`src/inc/adcsq_pkg.sv`:
```
// constants and carriers of the sample sequencer control block
package adcsq_pkg;
  // register byte offsets
  localparam logic [11:0] OFF_RUN     = 12'h000;
  localparam logic [11:0] OFF_RAW     = 12'h004;
  localparam logic [11:0] OFF_GATE    = 12'h008;
  localparam logic [11:0] OFF_ISC     = 12'h00c;
  localparam logic [11:0] OFF_OVF     = 12'h010;
  localparam logic [11:0] OFF_TSEL    = 12'h014;
  localparam logic [11:0] OFF_UNF     = 12'h018;
  localparam logic [11:0] OFF_PRIO    = 12'h020;
  localparam logic [11:0] OFF_SWST    = 12'h028;
  localparam logic [11:0] OFF_AVG     = 12'h030;
  localparam logic [11:0] OFF_SEQ     = 12'h040;
  localparam logic [11:0] OFF_SEQ_END = 12'h0c0;
  // offsets inside one 32-byte sequencer block
  localparam logic [4:0]  SUB_SRC     = 5'h00;
  localparam logic [4:0]  SUB_CTL     = 5'h04;
  localparam logic [4:0]  SUB_QUEUE   = 5'h08;
  localparam logic [4:0]  SUB_QSTAT   = 5'h0c;
  // reset values, masks and limits
  localparam logic [15:0] PRIO_RST    = 16'h3210;
  localparam logic [15:0] PRIO_MASK   = 16'h3333;
  localparam logic [2:0]  AVG_LOG_MAX = 3'h6;
  // control nibble fields
  localparam int          CTL_DIFF    = 0;
  localparam int          CTL_END     = 1;
  localparam int          CTL_IE      = 2;
  localparam int          CTL_TEMP    = 3;
  // queue status fields
  localparam int          QST_TAIL    = 0;
  localparam int          QST_HEAD    = 4;
  localparam int          QST_EMPTY   = 8;
  localparam int          QST_FULL    = 12;
  // trigger source codes
  localparam logic [3:0]  TRIG_SW     = 4'h0;
  localparam logic [3:0]  TRIG_EXT    = 4'h4;
  localparam logic [3:0]  TRIG_ALWAYS = 4'hf;
  // steps per sequencer, equal to its queue depth
  localparam logic [3:0][3:0] SEQ_SIZE = {4'h1, 4'h4, 4'h4, 4'h8};
  // converter clock derived from pclk
  localparam int          PCLK_KHZ    = 125000;
  localparam int          ADC_KHZ     = 16667;
  localparam int          ADC_DIV     = (PCLK_KHZ + ADC_KHZ - 1) / ADC_KHZ;
  localparam logic [2:0]  ADC_DIV_LAST = 3'(ADC_DIV - 1);

  typedef enum logic [1:0] {FSM_IDLE, FSM_START, FSM_WAIT} adcsq_fsm_t;

  typedef struct packed {
    logic        psel;
    logic        penable;
    logic        pwrite;
    logic [11:0] paddr;
    logic [31:0] pwdata;
  } adcsq_apb_req_t;

  typedef struct packed {
    logic [31:0] prdata;
    logic        pready;
    logic        pslverr;
  } adcsq_apb_rsp_t;

  typedef struct packed {
    logic       start;
    logic [2:0] pos;
    logic [2:0] neg;
    logic       diff;
    logic       temp;
  } adcsq_conv_req_t;

  typedef struct packed {
    logic       done;
    logic [9:0] result;
  } adcsq_conv_rsp_t;
endpackage : adcsq_pkg

```
`src/hw/adcsq_fifo.sv`:
```
// circular result queue of one sequencer
`timescale 1ns/1ps
`default_nettype none
module adcsq_fifo #(
  parameter int DEPTH = 8
) (
  // clock and reset
  input  wire logic       pclk,
  input  wire logic       presetn,
  // fill side
  input  wire logic       push,
  input  wire logic [9:0] push_data,
  // drain side
  input  wire logic       pop,
  output logic [9:0]      pop_data,
  // status
  output logic [3:0]      head,
  output logic [3:0]      tail,
  output logic            full,
  output logic            empty
);
  typedef struct packed {
    logic [DEPTH-1:0][9:0] mem;
    logic [3:0]            head;
    logic [3:0]            tail;
    logic [3:0]            cnt;
  } adcsq_fifo_st_t;

  adcsq_fifo_st_t s_q;
  adcsq_fifo_st_t s_d;

  function automatic logic [3:0] wrap(input logic [3:0] p);
    wrap = (p == 4'(DEPTH - 1)) ? 4'h0 : p + 4'h1;
  endfunction : wrap

  assign pop_data = s_q.mem[s_q.tail];
  assign head     = s_q.head;
  assign tail     = s_q.tail;
  assign full     = s_q.cnt == 4'(DEPTH);
  assign empty    = s_q.cnt == 4'h0;

  always_comb begin
    s_d = s_q;
    // a push into a full queue is dropped
    if (push && !full) begin
      s_d.mem[s_q.head] = push_data;
      s_d.head          = wrap(s_q.head);
    end
    if (pop && !empty) begin
      s_d.tail = wrap(s_q.tail);
    end
    s_d.cnt = s_q.cnt + 4'(push && !full) - 4'(pop && !empty);
  end

  always_ff @(posedge pclk or negedge presetn) begin
    if (!presetn) begin
      s_q <= '0;
    end else begin
      s_q <= s_d;
    end
  end
endmodule : adcsq_fifo
`default_nettype wire

```
`src/hw/adcsq_ctrl.sv`:
```
// sample sequencer control: register slave, trigger arbiter, step engine
`timescale 1ns/1ps
`default_nettype none
module adcsq_ctrl (
  // clock and reset
  input  wire logic                        pclk,
  input  wire logic                        presetn,
  // register bus
  input  wire adcsq_pkg::adcsq_apb_req_t   apb_i,
  output adcsq_pkg::adcsq_apb_rsp_t        apb_o,
  // external trigger lines
  input  wire logic [3:0]                  trig_i,
  // converter core
  output adcsq_pkg::adcsq_conv_req_t       conv_o,
  input  wire adcsq_pkg::adcsq_conv_rsp_t  conv_i,
  // interrupt
  output logic                             irq_o
);
  typedef struct packed {
    logic [3:0]                 sequencer_run_bits;
    logic [3:0]                 irq_gate;
    logic [3:0]                 raw_irq_bits;
    logic [3:0]                 ovf;
    logic [3:0]                 unf;
    logic [15:0]                trig_sel;
    logic [15:0]                prio;
    logic [2:0]                 avg_log;
    logic [3:0][31:0]           step_source_select;
    logic [3:0][31:0]           step_control;
    logic [3:0]                 pend;
    adcsq_pkg::adcsq_fsm_t      fsm;
    logic [1:0]                 seq;
    logic [2:0]                 step;
    logic [5:0]                 avg_cnt;
    logic [15:0]                acc;
    logic [2:0]                 div;
    logic [3:0]                 trig_m;
    logic [3:0]                 trig_s;
    logic [3:0]                 trig_p;
    adcsq_pkg::adcsq_apb_rsp_t  rsp;
    adcsq_pkg::adcsq_conv_req_t conv;
    logic                       irq;
  } adcsq_ctrl_st_t;

  adcsq_ctrl_st_t   s_q;
  adcsq_ctrl_st_t   s_d;
  logic [3:0][9:0]  f_data;
  logic [3:0][3:0]  f_head;
  logic [3:0][3:0]  f_tail;
  logic [3:0]       f_full;
  logic [3:0]       f_empty;
  logic [3:0]       f_push;
  logic [3:0]       f_pop;
  logic [9:0]       push_val;
  logic [3:0]       raw_set;
  logic [3:0]       nib_src;
  logic [3:0]       nib_ctl;
  logic             tick;
  logic             g_found;
  logic [1:0]       g_idx;
  logic             g_valid;
  logic             better;
  logic             avg_done;
  logic             step_last;
  logic             wr_isc;

  // lowest priority value wins, lower index breaks a tie
  function automatic logic [2:0] pick(input logic [3:0] cand, input logic [15:0] prio);
    logic [2:0] r;
    r = 3'h0;
    for (int lvl = 3; lvl >= 0; lvl--) begin
      for (int n = 3; n >= 0; n--) begin
        if (cand[n] && prio[4*n +: 2] == 2'(lvl)) begin
          r = {1'b1, 2'(n)};
        end
      end
    end
    pick = r;
  endfunction : pick

  for (genvar g = 0; g < 4; g++) begin : gen_queue
    adcsq_fifo #(
      .DEPTH(int'(adcsq_pkg::SEQ_SIZE[g]))
    ) u_queue (
      .pclk     (pclk),
      .presetn  (presetn),
      .push     (f_push[g]),
      .push_data(push_val),
      .pop      (f_pop[g]),
      .pop_data (f_data[g]),
      .head     (f_head[g]),
      .tail     (f_tail[g]),
      .full     (f_full[g]),
      .empty    (f_empty[g])
    );
  end

  always_comb begin
    logic        setup;
    logic        wr;
    logic        rd;
    logic [11:0] soff;
    logic        in_seq;
    logic [1:0]  sidx;
    logic [4:0]  sub;
    logic [3:0]  sw_go;
    logic [3:0]  ext_edge;
    logic [3:0]  new_trig;
    logic [3:0]  grant;
    logic [5:0]  avg_last;
    logic [15:0] acc_n;
    setup    = apb_i.psel && !apb_i.penable;
    wr       = apb_i.psel && apb_i.penable && s_q.rsp.pready && apb_i.pwrite;
    rd       = apb_i.psel && apb_i.penable && s_q.rsp.pready && !apb_i.pwrite;
    soff     = apb_i.paddr - adcsq_pkg::OFF_SEQ;
    in_seq   = apb_i.paddr >= adcsq_pkg::OFF_SEQ && apb_i.paddr < adcsq_pkg::OFF_SEQ_END;
    sidx     = soff[6:5];
    sub      = soff[4:0];
    sw_go    = (wr && apb_i.paddr == adcsq_pkg::OFF_SWST) ? apb_i.pwdata[3:0] : 4'h0;
    ext_edge = s_q.trig_s & ~s_q.trig_p;
    new_trig = 4'h0;
    grant    = 4'h0;
    avg_last = 6'((7'h1 << s_q.avg_log) - 7'h1);
    acc_n    = s_q.acc + 16'(conv_i.result);
    s_d      = s_q;
    f_pop    = 4'h0;
    f_push   = 4'h0;
    push_val = 10'h000;
    raw_set  = 4'h0;
    wr_isc   = wr && apb_i.paddr == adcsq_pkg::OFF_ISC;
    nib_src  = s_q.step_source_select[s_q.seq][{s_q.step, 2'b00} +: 4];
    nib_ctl  = s_q.step_control[s_q.seq][{s_q.step, 2'b00} +: 4];
    avg_done = s_q.avg_cnt == avg_last;
    step_last = nib_ctl[adcsq_pkg::CTL_END] ||
                (4'(s_q.step) + 4'h1 == adcsq_pkg::SEQ_SIZE[s_q.seq]);

    // converter rate strobe
    tick  = s_q.div == adcsq_pkg::ADC_DIV_LAST;
    s_d.div = tick ? 3'h0 : s_q.div + 3'h1;

    // register answer: ready in the first access cycle
    s_d.rsp.pready  = setup;
    s_d.rsp.pslverr = 1'b0;
    if (setup) begin
      s_d.rsp.prdata = 32'h0;
      case (apb_i.paddr)
        adcsq_pkg::OFF_RUN:  s_d.rsp.prdata = {28'h0, s_q.sequencer_run_bits};
        adcsq_pkg::OFF_RAW:  s_d.rsp.prdata = {28'h0, s_q.raw_irq_bits};
        adcsq_pkg::OFF_GATE: s_d.rsp.prdata = {28'h0, s_q.irq_gate};
        adcsq_pkg::OFF_ISC:  s_d.rsp.prdata = {28'h0, s_q.raw_irq_bits & s_q.irq_gate};
        adcsq_pkg::OFF_OVF:  s_d.rsp.prdata = {28'h0, s_q.ovf};
        adcsq_pkg::OFF_UNF:  s_d.rsp.prdata = {28'h0, s_q.unf};
        adcsq_pkg::OFF_TSEL: s_d.rsp.prdata = {16'h0, s_q.trig_sel};
        adcsq_pkg::OFF_PRIO: s_d.rsp.prdata = {16'h0, s_q.prio};
        adcsq_pkg::OFF_SWST: s_d.rsp.prdata = 32'h0;
        adcsq_pkg::OFF_AVG:  s_d.rsp.prdata = {29'h0, s_q.avg_log};
        default: begin
          if (in_seq) begin
            case (sub)
              adcsq_pkg::SUB_SRC:   s_d.rsp.prdata = s_q.step_source_select[sidx];
              adcsq_pkg::SUB_CTL:   s_d.rsp.prdata = s_q.step_control[sidx];
              adcsq_pkg::SUB_QUEUE: s_d.rsp.prdata = {22'h0, f_data[sidx]};
              adcsq_pkg::SUB_QSTAT: begin
                s_d.rsp.prdata = (32'(f_tail[sidx]) << adcsq_pkg::QST_TAIL) |
                                 (32'(f_head[sidx]) << adcsq_pkg::QST_HEAD) |
                                 (32'(f_empty[sidx]) << adcsq_pkg::QST_EMPTY) |
                                 (32'(f_full[sidx]) << adcsq_pkg::QST_FULL);
              end
              default: s_d.rsp.pslverr = 1'b1;
            endcase
          end else begin
            s_d.rsp.pslverr = 1'b1;
          end
        end
      endcase
    end

    // register writes at the access edge
    if (wr) begin
      case (apb_i.paddr)
        adcsq_pkg::OFF_RUN:  s_d.sequencer_run_bits = apb_i.pwdata[3:0];
        adcsq_pkg::OFF_GATE: s_d.irq_gate = apb_i.pwdata[3:0];
        adcsq_pkg::OFF_ISC:  s_d.raw_irq_bits = s_q.raw_irq_bits & ~apb_i.pwdata[3:0];
        adcsq_pkg::OFF_OVF:  s_d.ovf = s_q.ovf & ~apb_i.pwdata[3:0];
        adcsq_pkg::OFF_UNF:  s_d.unf = s_q.unf & ~apb_i.pwdata[3:0];
        adcsq_pkg::OFF_TSEL: s_d.trig_sel = apb_i.pwdata[15:0];
        adcsq_pkg::OFF_PRIO: s_d.prio = apb_i.pwdata[15:0] & adcsq_pkg::PRIO_MASK;
        adcsq_pkg::OFF_AVG: begin
          s_d.avg_log = (apb_i.pwdata[2:0] > adcsq_pkg::AVG_LOG_MAX) ?
                        adcsq_pkg::AVG_LOG_MAX : apb_i.pwdata[2:0];
        end
        default: begin
          if (in_seq && sub == adcsq_pkg::SUB_SRC) begin
            s_d.step_source_select[sidx] = apb_i.pwdata;
          end else if (in_seq && sub == adcsq_pkg::SUB_CTL) begin
            s_d.step_control[sidx] = apb_i.pwdata;
          end
        end
      endcase
    end

    // queue pop on a data read
    if (rd && in_seq && sub == adcsq_pkg::SUB_QUEUE) begin
      f_pop[sidx] = 1'b1;
      if (f_empty[sidx]) begin
        s_d.unf[sidx] = 1'b1;
      end
    end

    // trigger lines: two-stage sync, then edge
    s_d.trig_m = trig_i;
    s_d.trig_s = s_q.trig_m;
    s_d.trig_p = s_q.trig_s;
    for (int n = 0; n < 4; n++) begin
      case (s_q.trig_sel[4*n +: 4])
        adcsq_pkg::TRIG_SW:     new_trig[n] = sw_go[n];
        adcsq_pkg::TRIG_EXT:    new_trig[n] = ext_edge[n];
        adcsq_pkg::TRIG_ALWAYS: new_trig[n] = 1'b1;
        default:                new_trig[n] = 1'b0;
      endcase
    end

    // arbitration
    {g_found, g_idx} = pick(s_q.pend & s_q.sequencer_run_bits, s_q.prio);
    g_valid = s_q.fsm == adcsq_pkg::FSM_IDLE && tick && g_found;
    better  = 1'b0;
    for (int n = 0; n < 4; n++) begin
      if (s_q.pend[n] && s_q.sequencer_run_bits[n] &&
          s_q.prio[4*n +: 2] < s_q.prio[{g_idx, 2'b00} +: 2]) begin
        better = 1'b1;
      end
    end

    // step engine
    s_d.conv.start = 1'b0;
    case (s_q.fsm)
      adcsq_pkg::FSM_IDLE: begin
        if (g_valid) begin
          grant[g_idx] = 1'b1;
          s_d.seq      = g_idx;
          s_d.step     = 3'h0;
          s_d.avg_cnt  = 6'h00;
          s_d.acc      = 16'h0000;
          s_d.fsm      = adcsq_pkg::FSM_START;
        end
      end
      adcsq_pkg::FSM_START: begin
        if (tick) begin
          s_d.conv.start = 1'b1;
          s_d.conv.temp  = nib_ctl[adcsq_pkg::CTL_TEMP];
          s_d.conv.diff  = nib_ctl[adcsq_pkg::CTL_DIFF];
          if (nib_ctl[adcsq_pkg::CTL_DIFF]) begin
            s_d.conv.pos = {nib_src[1:0], 1'b0};
            s_d.conv.neg = {nib_src[1:0], 1'b1};
          end else begin
            s_d.conv.pos = nib_src[2:0];
            s_d.conv.neg = nib_src[2:0];
          end
          s_d.fsm = adcsq_pkg::FSM_WAIT;
        end
      end
      adcsq_pkg::FSM_WAIT: begin
        if (conv_i.done) begin
          s_d.acc     = acc_n;
          s_d.avg_cnt = s_q.avg_cnt + 6'h01;
          s_d.fsm     = adcsq_pkg::FSM_START;
          if (avg_done) begin
            push_val          = 10'(acc_n >> s_q.avg_log);
            f_push[s_q.seq]   = 1'b1;
            raw_set[s_q.seq]  = nib_ctl[adcsq_pkg::CTL_IE];
            if (f_full[s_q.seq]) begin
              s_d.ovf[s_q.seq] = 1'b1;
            end
            s_d.acc     = 16'h0000;
            s_d.avg_cnt = 6'h00;
            s_d.step    = s_q.step + 3'h1;
            if (step_last) begin
              s_d.fsm = adcsq_pkg::FSM_IDLE;
            end
          end
        end
      end
      default: s_d.fsm = adcsq_pkg::FSM_IDLE;
    endcase

    // new events win over clears
    s_d.pend         = ((s_q.pend & ~grant) | new_trig) & s_q.sequencer_run_bits;
    s_d.raw_irq_bits = s_d.raw_irq_bits | raw_set;
    s_d.irq          = |(s_d.raw_irq_bits & s_d.irq_gate);
  end

  always_ff @(posedge pclk or negedge presetn) begin
    if (!presetn) begin
      s_q      <= '0;
      s_q.prio <= adcsq_pkg::PRIO_RST;
    end else begin
      s_q <= s_d;
    end
  end

  assign apb_o  = s_q.rsp;
  assign conv_o = s_q.conv;
  assign irq_o  = s_q.irq;
endmodule : adcsq_ctrl
`default_nettype wire

```
`config.mk`:
```
export PLATFORM = sky130hd
export DESIGN_NAME = adcsq_ctrl
export DESIGN_NICKNAME = d
export VERILOG_FILES = /design/src/inc/adcsq_pkg.sv /design/src/hw/adcsq_fifo.sv /design/src/hw/adcsq_ctrl.sv
export SDC_FILE = /design/constraint.sdc
export NUM_CORES = 1
export LEC_CHECK = 0
export ABC_CLOCK_PERIOD_IN_PS = 9500
export BUFFER_PORTS_ARGS = -buffer_cell sky130_fd_sc_hd__buf_2
export CAP_MARGIN = 40
export CORE_ASPECT_RATIO = 0.5
export CORE_MARGIN = 2
export CORE_UTILIZATION = 40
export DETAILED_ROUTE_END_ITERATION = 8
export GPL_ROUTABILITY_DRIVEN = 1
export GPL_TIMING_DRIVEN = 0
export PLACE_DENSITY = 0.53
export SYNTH_ARGS = -nofsm -noshare
export SYNTH_HDL_FRONTEND = slang
export SYNTH_SLANG_ARGS = --single-unit
```
`constraint.sdc`:
```
create_clock -name pclk -period 9.5 [get_ports pclk]
set_clock_uncertainty 0.1 [all_clocks]
set_input_delay 1.425 -clock pclk [delete_from_list [all_inputs] [get_ports pclk]]
set_output_delay 1.425 -clock pclk [all_outputs]
set_load 0.01 [all_outputs]
```
; ---- After elaboration in Yosys (flattened, before gate mapping)
; Cells that the tools add are included.
[word_totals]
regBits = 613
wordCells = 403
[classes]
addsub = 23
magnitude_cmp = 21
n_eq_ne = 51
n_shift = 4
n_mux = 130
bitwise_logic = 22
reduce_logical = 88
[ops]
columns = op, n
row1 = 128-bit 2-to-1 mux, 3
row2 = 32-bit case mux with 10 select lines, 1
row3 = 307-bit 2-to-1 mux, 1
row4 = 32-bit binary-select mux with 2-bit select, 4
row5 = 128-bit bitwise mux, 2
row6 = 256-bit 2-to-1 mux, 1
row7 = 32-bit 2-to-1 mux, 6
row8 = 32-bit case mux with 4 select lines, 1
row9 = 4-bit 2-to-1 mux, 31
row10 = 10-bit 2-to-1 mux, 12
row11 = 40-bit bitwise mux, 2
row12 = 80-bit bitwise mux, 1
row13 = 32-bit demux with 2-bit select, 1
row14 = 10-bit binary-select mux with 2-bit select, 3
row15 = 3-bit 2-to-1 mux, 19
row16 = 25-bit 2-to-1 mux, 2
row17 = 25-bit case mux with 2 select lines, 1
row18 = 1-bit logical AND, 44
row19 = 4-bit AND, 10
row20 = 10-bit demux with 2-bit select, 2
row21 = 4-bit logical NOT, 10
row22 = "12-bit by 5-bit equality test with 1-bit output, second input constant", 3
row23 = "12-bit by 6-bit equality test with 1-bit output, second input constant", 3
row24 = "4-bit by 1-bit adder with 4-bit output, second input constant", 8
row25 = other kinds (68), 168

; ---- Logic depth before layout (Yosys ltp)
[logic_depth]
depth_word = 28
depth_mapped = 17
ltp_nobuf = 13

; ---- Cells and area by module
; A second synthesis with hierarchy kept.
[hier_totals]
cells_unflattened = 2399
area_unflattened_um2 = 32406.1
[modules_own_cells]
columns = module, instances, cells_per_inst, area_per_inst_um2
row1 = adcsq_ctrl, 1, 1676, 21698.3
row2 = adcsq_fifo at gen_queue[0].u_queue, 1, 282, 4377.9
row3 = adcsq_fifo at gen_queue[2].u_queue, 1, 169, 2547.4
row4 = adcsq_fifo at gen_queue[1].u_queue, 1, 169, 2543.7
row5 = adcsq_fifo at gen_queue[3].u_queue, 1, 103, 1238.7

; ---- Least setup slack after synthesis
; OpenSTA, ideal clock, no wires.
[synth_path]
path_kind = input port to flip-flop
start = input port conv_i[0] (netlist name)
end = register gen_queue[0].u_queue.s_q[73] (netlist name)
setup_time_ps = 132
arrival_time_ps = 4061
t_required_ps = 9268
slack_ps = 5208
path_stages = 9
n_path_buf = 1
path_cell_list = ha_1 fa_1 a211o_1 and3_1 or3_1 mux4_2 mux2i_1 buf_2 a21oi_1
[synth_via]
elab_chain_cells = 6
[synth_lines]
columns = item, line_no
row1 = "start, declared", adcsq_ctrl.sv:15  ; input wire adcsq_pkg::adcsq_conv_rsp_t conv_i,
row2 = 16-bit by 10-bit adder with 16-bit output, adcsq_ctrl.sv:124  ; acc_n = s_q.acc + 16'(conv_i.result);
row3 = 16-bit by 3-bit right shift with 10-bit output, adcsq_ctrl.sv:268  ; push_val = 10'(acc_n >> s_q.avg_log);
row4 = 10-bit 2-to-1 mux, adcsq_ctrl.sv:267  ; if (avg_done) begin
row5 = 10-bit 2-to-1 mux, adcsq_ctrl.sv:263  ; if (conv_i.done) begin
row6 = 10-bit 2-to-1 mux, adcsq_ctrl.sv:236  ; case (s_q.fsm)
row7 = 80-bit bitwise mux, adcsq_fifo.sv:46  ; s_d.mem[s_q.head] = push_data;
row8 = "end signal, assigned", adcsq_fifo.sv:57  ; s_q <= '0;
row9 = "end signal, assigned", adcsq_fifo.sv:59  ; s_q <= s_d;
row10 = "end, declared", adcsq_fifo.sv:29  ; adcsq_fifo_st_t s_q;
; No other way between the ends.
; A chain may end at the register's enable or synchronous reset.

==> key figures <==
CTS
  – Maximum buffer depth of the clock tree: 3
  – Clock slew at the register clock pins of the worst setup and hold paths: 60 ps
  – Resized cells post-CTS: 0
  – Number of buffers inserted by post-CTS setup repair: 0
  – Total number of clock tree sinks: 611
  – Total of hold buffers inserted after clock tree synthesis: 0
  – Clock root cell: clkbuf_16
  – TritonCTS clock tree: done
  – Clock latency of the later-clocked register in the worst-skew pair: 650 ps
  – Num CTS Buffers: 59
  – CTS H-Tree Depth: 2

Synthesis
  – Mux cell area share after synthesis: 23.8%
  – Parity-gate share of the synthesized area counting xor and xnor cells: 0.973%
  – Synthesized Nets: 2879
  – Post-synthesis register bit count: 611
  – Share of synthesized area occupied by flip-flops and latches: 47.2%
  – Number of warnings reported in the yosys synthesis log: 0
  – Synthesized-area fraction occupied by and/or/nand/nor cells: 9.43%
  – Leading register cell type out of synthesis: dfrtp_1
  – Combinational family with the most area after synthesis: multiplexers
  – Synth async-reset ratio: 100%
  – Synthesized-area fraction occupied by ao, oa, aoi and oai cells: 11.8%
  – Average size of a mapped cell: 11.8 um2
  – Library cell with the largest summed area after synthesis: dfrtp_1
  – Post-synth EDFFs: 0
  – Post-synthesis instance total: 2750
  – Top cell type's share of synthesized area: 46.9%
  – Post-Synth Adder-Cell Area: 2.63%
  – Leading post-synthesis cells by cell area: dfrtp_1 47%, mux4_2 12%, mux2_2 10%
  – Number of library cell types mapped by synthesis: 84
  – Netlist Area Pre-Place: 32400 um2

Worst setup path
  – Worst setup path startpoint: s_q[350]
  – Biggest fanout along the worst timing path: 10
  – Endpoint kind of the worst setup timing path: flip-flop
  – Type of the worst setup path: flip-flop to flip-flop
  – Number of cells on the worst reg-to-reg path: 17
  – Data required, critical path: 9940 ps
  – Critical Path Start Type: flip-flop
  – Startpoint of the most critical register-to-register path: s_q[350]
  – Arrival time at the worst endpoint: 5390 ps
  – Max incr delay on CP: 570 ps
  – Slowest-stage cell, CP: buf_1
  – Cell-by-cell listing of the critical path: buf_4, clkinv_1, buf_1, nand3_1, ha_1, xnor2_1, mux2i_1, o21a_1, buf_1, a211o_1, buf_2, nor3_2, buf_2, ha_1, inv_1, fa_1, xnor2_1
  – Number of gates on the worst path with buffers counted: 17
  – Largest delay contributor family on the critical path: buffers and inverters
  – WP buf/inv: 7

Routing
  – ANT nets after route: 0
  – Total length of routed wires: 105000 um
  – Detail-routed net length per standard cell: 25.7 um
  – First-pass iteration count of the detailed router: 5
  – Total via count in the routed design: 24300
  – Detail-routed via count per cell: 5.93
  – Number of DRC markers after the initial detailed-route iteration: 2432
  – Number of DRC violations after detailed routing: 0

Global routing
  – GRT Util Overall: 25.4%
  – Vias in the first global route: 23900
  – Global-route wire length before repair: 158000 um
  – Maximum number of pins on one net before global-route repair: 118
  – Antenna violations before repair: 1
  – Overflow left after global routing: 0

Final layout
  – Final core area utilization: 46.2%
  – Final-layout fill cell count: 7435
  – Area growth from synthesis to layout: 13.9%
  – Number of nets in the final layout: 3089
  – Layout cells sized above 1: 27.5%
  – Antenna Cells: 0
  – Final instance area: 36900 um2
  – Fin cells: 4096

Die
  – DIE AREA: 83400 um2
  – Die X-Extent: 407 um
  – Starting Density: 40.6%
  – Die height: 205 um
  – FP Rows: 73
  – Area of the core: 79800 um2
  – Number of I/O pins: 108

Power and ir drop
  – Fraction of power spent switching nets: 23.4%
  – P_leak: 16.5 nW
  – Logic gate share of total power: 4.2%
  – Proportion of power drawn by flip-flops and latches: 48.9%
  – VDD IR-drop max: 0.139 mV
  – Total power density per cell area: 145 nW/um2
  – Cell-internal power: 4.10 mW
  – Switch Pwr: 1.25 mW
  – Clock Power Share: 47.0%

Timing
  – Max frequency: 202 MHz
  – Setup-violating endpoint count in the final report: 0
  – Tightest Pin Transition: 991 ps
  – Part of the cycle the worst path needs: 52.1%
  – Hold violation total from the final report: 0
  – Post-layout min period: 4950 ps
  – RSZ-0062 raised after global routing: false
  – Final hold slack: 252 ps
  – Remaining max-slew budget at the tightest pin: 34.0%
  – Setup slack of the critical path after layout: 4550 ps
  – Fin. max-slew vios: 0

Placed design
  – Cell count after placement: 3986
  – Placer Congestion: 0.911
  – Placed Area: 34900 um2
  – # port buffers: 100
  – Post-DP HPWL: 77000 um
  – Worst slack at placement: 4180 ps

Status
  – Outcome: complete, no violations

Hold path
  – Hold Path Depth: 0
  – Beginning of the worst hold path: s_d[48]
  – Type of the tightest min-delay check: flip-flop to flip-flop

Run
  – Max-cap violation count: 0
==> routing by layer <==
metal | vias to the layer above | track usage (%) | routed length, um
met5 | - | 0 | 0
met4 | 0 | 7.28 | 2950
met3 | 154 | 4.66 | 7090
met2 | 847 | 39.7 | 48100
met1 | 12700 | 36.0 | 47000
li1 | 10700 | - | -
==> placed cells by master, fill, tap and decap left out, types with 25 or more instances in the layout <==
cell / n
dfrtp_1: 607
mux2_2: 288
nand2_1: 215
nor2_1: 178
mux4_2: 177
o21ai_0: 142
buf_2: 137
clkbuf_1: 131
a21oi_1: 104
inv_1: 77
ha_1: 60
clkbuf_16: 59
buf_4: 55
nand3_1: 55
a31oi_1: 50
mux2i_1: 47
a22oi_1: 39
o31ai_1: 35
nor3_1: 32
buf_1: 29
and3_1: 27
o21ai_1: 25
==> flip-flops by register name, indices dropped and copies added, names as in the netlist <==
signal	count
conv_o	7
gen_queue.u_queue.tail	16
s_d	8
irq_o	1
gen_queue.u_queue.s_q	186
gen_queue.u_queue.head	16
s_q	343
apb_o	34
==> power by group through the flow <==
stage	combinational [mW]	clock [mW]	sequential, mW
after floorplan	0.0799	0	2.66
after global placement	0.210	0	2.66
after detailed placement	0.225	0	2.66
after CTS	0.225	2.56	2.61
after global routing	0.242	2.67	2.61
final	0.222	2.51	2.61
==> synthesized netlist by cell type (6+ instances only) <==
cell / n
or3_1: 13
and4_1: 7
mux4_2: 177
a211oi_1: 11
o22ai_1: 21
dfrtp_1: 607
a41oi_1: 18
and2_1: 21
o21ai_1: 25
o21ai_0: 142
xnor2_1: 21
nand3_1: 55
a221o_1: 16
mux2i_1: 47
mux2_2: 288
a22o_1: 10
o211ai_1: 11
o31ai_1: 35
nor2_1: 178
o2111ai_1: 11
buf_1: 29
a31oi_1: 50
nand2_1: 215
nor3_1: 32
a21oi_1: 104
nor3_2: 6
nor2b_1: 21
a21o_1: 16
buf_2: 29
nand2b_1: 13
clkbuf_1: 118
nand4_1: 13
inv_1: 77
xor2_1: 15
o22a_1: 6
and3_1: 27
ha_1: 60
a2111oi_0: 6
a221oi_1: 8
nand3b_1: 7
buf_4: 46
a211o_1: 7
a22oi_1: 39
==> stage by stage <==
step                      setup TNS (ps)  power [mW]
after floorplan                        0        2.74
after global placement          -3950280        2.87
after detailed placement               0        2.89
after CTS                              0        5.40
after global routing                   0        5.52
final                                  0        5.35
==> kinds of logic (layout without fill, tap and decap cells) <==
| family | after synthesis | in the layout |
|---|---|---|
| DFF | 611 | 611 |
| xor gates and xnor gates | 36 | 36 |
| adders and majority gates | 65 | 65 |
| AOI/OAI and AO/OA | 581 | 581 |
| and+or+nand+nor | 643 | 643 |
| buffers and inverters | 300 | 559 |
| muxes | 514 | 514 |
==> final cells by class <==
cell class / count / area [um2] / area share (%)
buffer: 222 / 1040 / 2.82
clock buffer: 91 / 1790 / 4.84
clock inverter: 19 / 235 / 0.637
inverter: 78 / 293 / 0.793
multi-input combinational: 1839 / 15800 / 42.8
sequential: 611 / 15300 / 41.4
tap: 1087 / 1360 / 3.69
timing repair buffer: 149 / 1100 / 2.99
==> final timing paths <==
kind                       slack (ps)                           end
min in group asynchronous         650                     conv_o[8]
setup reg to reg                 4550   gen_queue[2].u_queue.s_q[2]
max in group asynchronous        7060  gen_queue[2].u_queue.s_q[35]
hold reg to reg                   250                       s_d[44]
hold / removal                    250                       s_d[44]
setup / recovery                 4550   gen_queue[2].u_queue.s_q[2]
No activity file was read; power rests on OpenSTA's default activity.
